**src/verilog/csfm_regs.svh**
```systemverilog
// Register offsets, field positions, reset values and timing counts for the clock switch block
// Summary of operation
// - Monitor failure sets clock fail flag bit 3
// - Software writing flag 1 mimics real failure
// - Switch request bit 0 pending until complete
// - Control writes accepted only after unlock sequence
// - Bits 4 and 2:1 read zero
`ifndef CSFM_REGS_SVH
`define CSFM_REGS_SVH
`define CSFM_OFS_CTRL     12'h000
`define CSFM_OFS_UNLOCK   12'h004
`define CSFM_OFS_STATUS   12'h008
`define CSFM_OFS_MASK     12'h00C
`define CSFM_OFS_CURSRC   12'h010
`define CSFM_BIT_REQ      0
`define CSFM_BIT_FAIL     3
`define CSFM_NEW_SOURCE_SELECT_LSB     8
`define CSFM_COSC_LSB     12
`define CSFM_UNLOCK_KEY1  16'h0055
`define CSFM_UNLOCK_KEY2  16'h00AA
`define CSFM_UNLOCK_NS    1000
`define CSFM_CLK_NS       100
`define CSFM_UNLOCK_CYC   ((`CSFM_UNLOCK_NS) / (`CSFM_CLK_NS))
`define CSFM_CTRL_RST     16'h0000
`define CSFM_ST_FAIL      0
`define CSFM_ST_DONE      1
`define CSFM_ST_DROP      2
`endif

```
**src/verilog/csfm_pkg.sv**
```systemverilog
// Types shared by the clock switch block
package csfm_pkg;
    typedef enum logic [1:0] {
        csfm_idle,
        csfm_key1,
        csfm_open
    } csfm_lock_t;

    typedef struct packed {
        logic       req;
        logic [2:0] src;
    } csfm_switch_t;
endpackage : csfm_pkg

```
**src/verilog/csfm_top.sv**
```systemverilog
// Oscillator control register, clock fail flag and switch handshake behind AXI4-Lite
`timescale 1ns/1ns
`default_nettype none
`include "csfm_regs.svh"
module csfm_top
    import csfm_pkg::*;
#(
    parameter int UNLOCK_CYC = `CSFM_UNLOCK_CYC
) (
    input  wire logic        aclk,
    input  wire logic        aresetn,
    input  wire logic [11:0] s_axi_awaddr,
    input  wire logic        s_axi_awvalid,
    output logic             s_axi_awready,
    input  wire logic [31:0] s_axi_wdata,
    input  wire logic [3:0]  s_axi_wstrb,
    input  wire logic        s_axi_wvalid,
    output logic             s_axi_wready,
    output logic [1:0]       s_axi_bresp,
    output logic             s_axi_bvalid,
    input  wire logic        s_axi_bready,
    input  wire logic [11:0] s_axi_araddr,
    input  wire logic        s_axi_arvalid,
    output logic             s_axi_arready,
    output logic [31:0]      s_axi_rdata,
    output logic [1:0]       s_axi_rresp,
    output logic             s_axi_rvalid,
    input  wire logic        s_axi_rready,
    input  wire logic        failsafe_clock_monitor,
    input  wire logic        switch_done,
    output csfm_switch_t     switch_cmd,
    output logic             osc_fail_trap,
    output logic             irq
);
    // Bus write and read channel capture
    logic        aw_ff, nxt_aw, w_ff, nxt_w, b_ff, nxt_b;
    logic [11:0] awa_ff, nxt_awa;
    logic [31:0] wd_ff, nxt_wd;
    logic [3:0]  ws_ff, nxt_ws;
    logic        r_ff, nxt_r;
    logic [31:0] rd_ff, nxt_rd;
    logic [1:0]  br_ff, nxt_br, rr_ff, nxt_rr;
    // Block state
    logic        fail_ff, nxt_fail, req_ff, nxt_req;
    logic [2:0]  new_source_select_ff, nxt_new_source_select, cosc_ff, nxt_cosc;
    logic [2:0]  st_ff, nxt_st, msk_ff, nxt_msk;
    logic [1:0]  mon_sync_ff, done_sync_ff;
    logic        mon_q_ff, done_q_ff;
    logic        unlocked, wr_go, rd_go, ctrl_wr, key_wr, ctrl_ok;
    logic        fail_ev, done_ev, rd_status;
    logic [15:0] ctrl_view;

    function automatic logic mapped(input logic [11:0] a);
        mapped = a == `CSFM_OFS_CTRL || a == `CSFM_OFS_UNLOCK || a == `CSFM_OFS_STATUS
              || a == `CSFM_OFS_MASK || a == `CSFM_OFS_CURSRC;
    endfunction : mapped

    csfm_unlock #(
        .WINDOW_CYC (UNLOCK_CYC)
    ) u_unlock (
        .aclk     (aclk),
        .aresetn  (aresetn),
        .key_wr   (key_wr),
        .key_data (wd_ff[15:0]),
        .ctrl_wr  (ctrl_wr),
        .unlocked (unlocked)
    );

    assign s_axi_awready = !aw_ff && !b_ff;
    assign s_axi_wready  = !w_ff && !b_ff;
    assign s_axi_arready = !r_ff;
    assign s_axi_bvalid  = b_ff;
    assign s_axi_bresp   = br_ff;
    assign s_axi_rvalid  = r_ff;
    assign s_axi_rdata   = rd_ff;
    assign s_axi_rresp   = rr_ff;

    assign wr_go     = aw_ff && w_ff && !b_ff;
    assign ctrl_wr   = wr_go && awa_ff == `CSFM_OFS_CTRL && ws_ff[0];
    assign key_wr    = wr_go && awa_ff == `CSFM_OFS_UNLOCK && ws_ff[0];
    assign ctrl_ok   = ctrl_wr && unlocked;
    assign rd_go     = s_axi_arvalid && s_axi_arready;
    assign rd_status = rd_go && s_axi_araddr == `CSFM_OFS_STATUS;
    assign fail_ev   = mon_sync_ff[1] && !mon_q_ff;
    assign done_ev   = done_sync_ff[1] && !done_q_ff;

    // Unimplemented bits stay zero in the view
    always_comb begin
        ctrl_view = 16'h0000;
        ctrl_view[`CSFM_BIT_REQ] = req_ff;
        ctrl_view[`CSFM_BIT_FAIL] = fail_ff;
        ctrl_view[`CSFM_NEW_SOURCE_SELECT_LSB +: 3] = new_source_select_ff;
        ctrl_view[`CSFM_COSC_LSB +: 3] = cosc_ff;
    end

    always_comb begin
        nxt_aw   = aw_ff;
        nxt_awa  = awa_ff;
        nxt_w    = w_ff;
        nxt_wd   = wd_ff;
        nxt_ws   = ws_ff;
        nxt_b    = b_ff;
        nxt_br   = br_ff;
        nxt_r    = r_ff;
        nxt_rd   = rd_ff;
        nxt_rr   = rr_ff;
        nxt_fail = fail_ff;
        nxt_req  = req_ff;
        nxt_new_source_select = new_source_select_ff;
        nxt_cosc = cosc_ff;
        nxt_st   = st_ff;
        nxt_msk  = msk_ff;
        if (s_axi_awvalid && s_axi_awready) begin
            nxt_aw  = 1'b1;
            nxt_awa = {s_axi_awaddr[11:2], 2'b00};
        end
        if (s_axi_wvalid && s_axi_wready) begin
            nxt_w  = 1'b1;
            nxt_wd = s_axi_wdata;
            nxt_ws = s_axi_wstrb;
        end
        if (wr_go) begin
            nxt_aw = 1'b0;
            nxt_w  = 1'b0;
            nxt_b  = 1'b1;
            nxt_br = mapped(awa_ff) ? 2'b00 : 2'b10;
        end else if (b_ff && s_axi_bready) begin
            nxt_b = 1'b0;
        end
        if (wr_go && awa_ff == `CSFM_OFS_MASK && ws_ff[0]) begin
            nxt_msk = wd_ff[2:0];
        end
        if (done_ev && req_ff) begin
            nxt_req  = 1'b0;
            nxt_cosc = new_source_select_ff;
        end
        if (ctrl_ok) begin
            // Software may clear the flag; only software ever does
            nxt_fail = wd_ff[`CSFM_BIT_FAIL];
            if (!req_ff) begin
                nxt_new_source_select = wd_ff[`CSFM_NEW_SOURCE_SELECT_LSB +: 3];
                if (wd_ff[`CSFM_BIT_REQ]) begin
                    nxt_req = 1'b1;
                end
            end
        end
        if (fail_ev) begin
            nxt_fail = 1'b1;
        end
        if (rd_status) begin
            nxt_st = 3'b000;
        end
        if (ctrl_wr && !unlocked) begin
            nxt_st[`CSFM_ST_DROP] = 1'b1;
        end
        if (fail_ev || (ctrl_ok && wd_ff[`CSFM_BIT_FAIL] && !fail_ff)) begin
            nxt_st[`CSFM_ST_FAIL] = 1'b1;
        end
        if (done_ev && req_ff) begin
            nxt_st[`CSFM_ST_DONE] = 1'b1;
        end
        if (rd_go) begin
            nxt_r  = 1'b1;
            nxt_rr = mapped(s_axi_araddr) ? 2'b00 : 2'b10;
            unique case (s_axi_araddr)
                `CSFM_OFS_CTRL:   nxt_rd = {16'h0000, ctrl_view};
                `CSFM_OFS_STATUS: nxt_rd = {29'h0, st_ff};
                `CSFM_OFS_MASK:   nxt_rd = {29'h0, msk_ff};
                `CSFM_OFS_CURSRC: nxt_rd = {29'h0, cosc_ff};
                default:          nxt_rd = 32'h0000_0000;
            endcase
        end else if (r_ff && s_axi_rready) begin
            nxt_r = 1'b0;
        end
    end

    always_ff @(posedge aclk) begin
        if (!aresetn) begin
            aw_ff        <= 1'b0;
            awa_ff       <= 12'h000;
            w_ff         <= 1'b0;
            wd_ff        <= 32'h0000_0000;
            ws_ff        <= 4'h0;
            b_ff         <= 1'b0;
            br_ff        <= 2'b00;
            r_ff         <= 1'b0;
            rd_ff        <= 32'h0000_0000;
            rr_ff        <= 2'b00;
            fail_ff      <= 1'b0;
            req_ff       <= 1'b0;
            new_source_select_ff      <= 3'h0;
            cosc_ff      <= 3'h0;
            st_ff        <= 3'h0;
            msk_ff       <= 3'h0;
            mon_sync_ff  <= 2'b00;
            done_sync_ff <= 2'b00;
            mon_q_ff     <= 1'b0;
            done_q_ff    <= 1'b0;
            switch_cmd <= '0;
            osc_fail_trap <= 1'b0;
            irq <= 1'b0;
        end else begin
            aw_ff   <= nxt_aw;
            awa_ff  <= nxt_awa;
            w_ff    <= nxt_w;
            wd_ff   <= nxt_wd;
            ws_ff   <= nxt_ws;
            b_ff    <= nxt_b;
            br_ff   <= nxt_br;
            r_ff    <= nxt_r;
            rd_ff   <= nxt_rd;
            rr_ff   <= nxt_rr;
            fail_ff <= nxt_fail;
            req_ff  <= nxt_req;
            new_source_select_ff <= nxt_new_source_select;
            cosc_ff <= nxt_cosc;
            st_ff   <= nxt_st;
            msk_ff  <= nxt_msk;
            mon_sync_ff <= {mon_sync_ff[0], failsafe_clock_monitor};
            done_sync_ff <= {done_sync_ff[0], switch_done};
            mon_q_ff <= mon_sync_ff[1];
            done_q_ff <= done_sync_ff[1];
            switch_cmd <= '{req: nxt_req, src: nxt_new_source_select};
            osc_fail_trap <= nxt_fail;
            irq <= |(nxt_st & nxt_msk);
        end
    end
endmodule : csfm_top
`default_nettype wire

```
**src/verilog/csfm_unlock.sv**
```systemverilog
// Unlock sequence tracker: two key writes open a short write window
`timescale 1ns/1ns
`default_nettype none
`include "csfm_regs.svh"
module csfm_unlock
    import csfm_pkg::*;
#(
    parameter int WINDOW_CYC = `CSFM_UNLOCK_CYC
) (
    input  wire logic        aclk,
    input  wire logic        aresetn,
    input  wire logic        key_wr,
    input  wire logic [15:0] key_data,
    input  wire logic        ctrl_wr,
    output logic             unlocked
);
    csfm_lock_t  state_ff, nxt_state;
    logic [7:0]  cnt_ff, nxt_cnt;

    always_comb begin
        nxt_state = state_ff;
        nxt_cnt   = cnt_ff;
        unique case (state_ff)
            csfm_idle: begin
                if (key_wr && key_data == `CSFM_UNLOCK_KEY1) begin
                    nxt_state = csfm_key1;
                end
            end
            csfm_key1: begin
                if (key_wr) begin
                    nxt_state = (key_data == `CSFM_UNLOCK_KEY2) ? csfm_open : csfm_idle;
                    nxt_cnt   = 8'(WINDOW_CYC);
                end else if (ctrl_wr) begin
                    nxt_state = csfm_idle;
                end
            end
            csfm_open: begin
                // Window closes on use, on a new key write or after a timeout
                if (ctrl_wr || key_wr || cnt_ff == 8'h00) begin
                    nxt_state = csfm_idle;
                end else begin
                    nxt_cnt = cnt_ff - 8'h01;
                end
            end
        endcase
    end

    always_ff @(posedge aclk) begin
        if (!aresetn) begin
            state_ff <= csfm_idle;
            cnt_ff   <= 8'h00;
        end else begin
            state_ff <= nxt_state;
            cnt_ff   <= nxt_cnt;
        end
    end

    assign unlocked = (state_ff == csfm_open);
endmodule : csfm_unlock
`default_nettype wire
```
**config.mk**
```make
export PLATFORM = sky130hd
export DESIGN_NAME = csfm_top
export DESIGN_NICKNAME = d
export VERILOG_FILES = /design/src/verilog/csfm_pkg.sv /design/src/verilog/csfm_top.sv /design/src/verilog/csfm_unlock.sv
export VERILOG_INCLUDE_DIRS = /design/src /design/src/verilog
export SDC_FILE = /design/constraint.sdc
export NUM_CORES = 1
export LEC_CHECK = 0
export BUFFER_PORTS_ARGS = -buffer_cell sky130_fd_sc_hd__buf_2
export CORE_MARGIN = 3
export CORE_UTILIZATION = 45
export CTS_BUF_LIST = sky130_fd_sc_hd__clkbuf_4 sky130_fd_sc_hd__clkbuf_8
export DETAILED_ROUTE_END_ITERATION = 8
export GPL_ROUTABILITY_DRIVEN = 0
export HOLD_SLACK_MARGIN = 0.12
export PLACE_DENSITY = 0.76
export SKIP_LAST_GASP = 1
export SYNTH_ARGS = -nofsm -noshare
export SYNTH_HDL_FRONTEND = slang
export SYNTH_SLANG_ARGS = --single-unit
```
**constraint.sdc**
```tcl
create_clock -name aclk -period 1.9 [get_ports aclk]
set_input_delay 0.19 -clock aclk [delete_from_list [all_inputs] [get_ports aclk]]
set_output_delay 0.19 -clock aclk [all_outputs]
set_load 0.01 [all_outputs]
```
==> impl_metrics.tcl <==
set metrics [dict create \
    ioPinCount 116 \
    critPathBufInv 0 \
    path_max_fanout 5 \
    synth-async-reset-ratio 0 \
    dr.pass1.iters 4 \
    final_core_util 0.626 \
    cts_tree "yes" \
    synthesis.area_sq_um 3310 \
    worstSetupPathType "flip-flop to flip-flop" \
    grt_pass1_vias 2918 \
    dieHeight_microns 91.8 \
    tightest_slew_ns 0.545 \
    synth_cells 393 \
    cts-root-buf "clkbuf_8" \
    violations "setup timing" \
    grt_pass1_wl_mm 13.0 \
    fin_cells 608 \
    ir_drop_v 0.000507 \
    ys.flop_type "dfxtp_1" \
    portBuffers 70 \
    grt_antenna_before_repair 0 \
    cp_slowest_cell "or4_4" \
    crit_family "simple AND/OR/NAND/NOR gates" \
    ff2ff_setup_slack_ns -0.12 \
    numClockSinks 74 \
    cap_violations 0 \
    hp-class "primary input to flip-flop" \
    insertion_delay_ns 0.34 \
    period_share 1.06 \
    viasPerCell 4.98 \
    regToRegStartpoint "awa_ff[8]$_SDFFE_PN0P_" \
    dieArea_sq_um 8420 \
    critical_path_depth 5 \
    overflow 0 \
    reg2reg_depth 5 \
    critPathArrivalTime_ns 2.24 \
    final_net_count 582 \
    core_sq_um 6940 \
    synth_warnings 0 \
    hpwl_mm 5.31 \
    worst_setup_path_end_kind "flip-flop" \
    critical_path.cell_chain "or4_4 -> or4_4 -> nor4b_4 -> a211oi_2 -> mux2i_1" \
    cts_buffer_depth 2 \
    yosysUniqueCellTypes 48 \
    slowest_delay_ns 0.57 \
    min_period_ns 2.02 \
    layout_setup_ws_ns -0.121 \
    cts.clk_slew.worst_paths_ns 0.08 \
    grt_max_degree 35 \
    start_util 0.477 \
    grt_util_all_layers 0.188 \
    status "finished with violations" \
    crit_top_cell "or4_4" \
    drive_gt1_frac 0.250 \
    place_inst 560 \
    synth-edff-count 0 \
    skew_ns 0.00897 \
    ant_nets 0 \
    slew_violations 0 \
    avgSynthCellArea_sq_um 8.42 \
    hold_slack_ns 0.135 \
    cellPowerDensity_nw_per_um2 738 \
    first_iter_violations 174 \
    worstReg2RegEnd "u_unlock.state_ff[0]$_SDFFE_PN0P_" \
    power.leakage_nw 1.89 \
    drc 0 \
    vias 3028 \
    cts_made_buffers 9 \
    ys_ff_latch 74 \
    crit_path_end "u_unlock.state_ff[0]$_SDFFE_PN0P_" \
    postRouteWirelength_mm 7.72 \
    cp-start-kind "flip-flop" \
    synth_seq_area_share 0.447 \
    slew_headroom 0.636 \
    hold_viol 0 \
    n_antenna_cell 0 \
    finalPower_mw 3.21 \
    rsz0062_at_grt "yes" \
    crit_required_ns 2.12 \
    htree_levels 3 \
    finalSetupViolCount 15 \
    crit_path_start "awa_ff[8]$_SDFFE_PN0P_" \
    fp.dieW_microns 91.8 \
    syn_to_final_growth_pct 31.4 \
    fmax_ghz 0.495 \
    wl_per_cell_microns 12.7 \
    rows 30 \
]
==> cell families (layout without fill, tap and decap cells) <==
kind of cell | count (synthesis) | after routing | synth area share
simple gates | 163 | 163 | 0.254
other cells | 1 | 24 | 0.00113
buf+inv | 56 | 152 | 0.0918
compound gates | 82 | 82 | 0.150
mux | 12 | 12 | 0.0367
flops | 74 | 74 | 0.447
fa+ha+maj | 5 | 5 | 0.0189
==> worst min path at each step <==
stage / start / end / slack, ns / depth (start not counted)
CTS: s_axi_arvalid / s_axi_rvalid$_SDFFE_PN0P_ / 0.12 / 3
global route: s_axi_arvalid / s_axi_rvalid$_SDFFE_PN0P_ / 0.14 / 3
global placement: s_axi_rready / s_axi_rvalid$_SDFFE_PN0P_ / 0.38 / 2
finish: s_axi_arvalid / s_axi_rvalid$_SDFFE_PN0P_ / 0.13 / 3
detailed placement: s_axi_rready / s_axi_rvalid$_SDFFE_PN0P_ / 0.38 / 2
floorplan: s_axi_rready / s_axi_rvalid$_SDFFE_PN0P_ / 0.29 / 1
==> where the power goes <==
part | internal, mW | leakage (nW) | switching, mW | total (mW)
Combinational | 0.181 | 1.19 | 0.215 | 0.396
Sequential | 1.61 | 0.603 | 0.0402 | 1.65
Clock | 0.611 | 0.0955 | 0.552 | 1.16
Total | 2.40 | 1.89 | 0.807 | 3.21
==> synthesized netlist by cell type, types with 2 or more instances <==
| cell type | instances | area [sq um] |
|---|---|---|
| dfxtp_1 | 74 | 1480 |
| nand2_1 | 67 | 251 |
| a21oi_1 | 37 | 185 |
| nor2_1 | 27 | 101 |
| buf_4 | 25 | 188 |
| clkbuf_1 | 17 | 63.8 |
| inv_1 | 13 | 48.8 |
| o21ai_0 | 12 | 60.1 |
| mux2i_1 | 11 | 110 |
| a22oi_1 | 10 | 75.1 |
| a31oi_1 | 9 | 56.3 |
| nor3_1 | 9 | 45.0 |
| and2_1 | 8 | 50.1 |
| nand3_1 | 8 | 40.0 |
| nand2b_1 | 7 | 43.8 |
| nand3b_1 | 6 | 45.0 |
| nor4_1 | 6 | 37.5 |
| ha_1 | 5 | 62.6 |
| nand4_1 | 3 | 18.8 |
| nor4b_1 | 3 | 26.3 |
| or3_1 | 3 | 18.8 |
| a211oi_1 | 2 | 15.0 |
| a311oi_1 | 2 | 17.5 |
| and4b_1 | 2 | 20.0 |
| or3b_2 | 2 | 17.5 |
| or4_4 | 2 | 22.5 |
| or4bb_1 | 2 | 22.5 |
==> per-layer routing <==
layer / GRT usage / part of all wire
met5: 0 / 0
met4: 0.0644 / 0.015
met3: 0.0558 / 0.059
met2: 0.327 / 0.50
met1: 0.220 / 0.43
==> per-stage QoR <==
step	worst slack [ns]	instance area, sq um	setup TNS (ns)
after floorplan	-0.0273	3410	-0.137
after global placement	-0.109	3780	-0.936
after detailed placement	-0.171	3780	-1.42
after CTS	-0.107	4320	-0.995
after global routing	-0.218	4350	-2.27
final	-0.121	4350	-0.874
==> state kept, by name, summed over array words and instances (netlist names), 3 cells and up <==
| name | cells |
|---|---|
| st_ff | 3 |
| new_source_select_ff | 3 |
| s_axi_rdata | 10 |
| wd_ff | 16 |
| awa_ff | 10 |
| u_unlock.cnt_ff | 8 |
| msk_ff | 3 |
| cosc_ff | 3 |
==> placed cells by master, fill, tap and decap left out, types with 9 or more instances in the layout <==
master | Yosys | layout
o21ai_0 | 12 | 11
dlygate4sd3_1 | 0 | 31
a31oi_1 | 9 | 9
conb_1 | 1 | 24
buf_2 | 0 | 70
a22oi_1 | 10 | 10
nand2_1 | 67 | 67
clkbuf_8 | 0 | 9
nor2_1 | 27 | 27
inv_1 | 13 | 11
buf_4 | 25 | 23
a21oi_1 | 37 | 37
mux2i_1 | 11 | 11
dfxtp_1 | 74 | 73
==> timing repair <==
| item | 4_1_cts | 5_1_grt |
|---|---|---|
| hold buffers | 31 | 0 |
| pin swaps | 2 | 1 |
| endpoints found under the hold margin | 31 | 0 |
| endpoints found under the setup margin | 16 | 18 |
| setup buffers | 0 | 2 |
| resized for setup | 7 | 4 |
==> cell type report <==
cell class,instances,area [sq um]
Fill cell,612,2590
Multi-Input combinational cell,286,1680
Sequential cell,74,1480
Timing Repair Buffer,124,833
Clock buffer,10,131
Tap cell,96,120
Clock inverter,5,56.3
Inverter,13,48.8
==> worst reg2reg max path: stages (launching register included) <==
cell      delay (ns)
dfxtp_1         0.31
or4_4           0.57
or4_4           0.47
nor4b_4         0.28
a211oi_2        0.14
mux2i_1         0.13
Power figures use the tool's default switching activity.
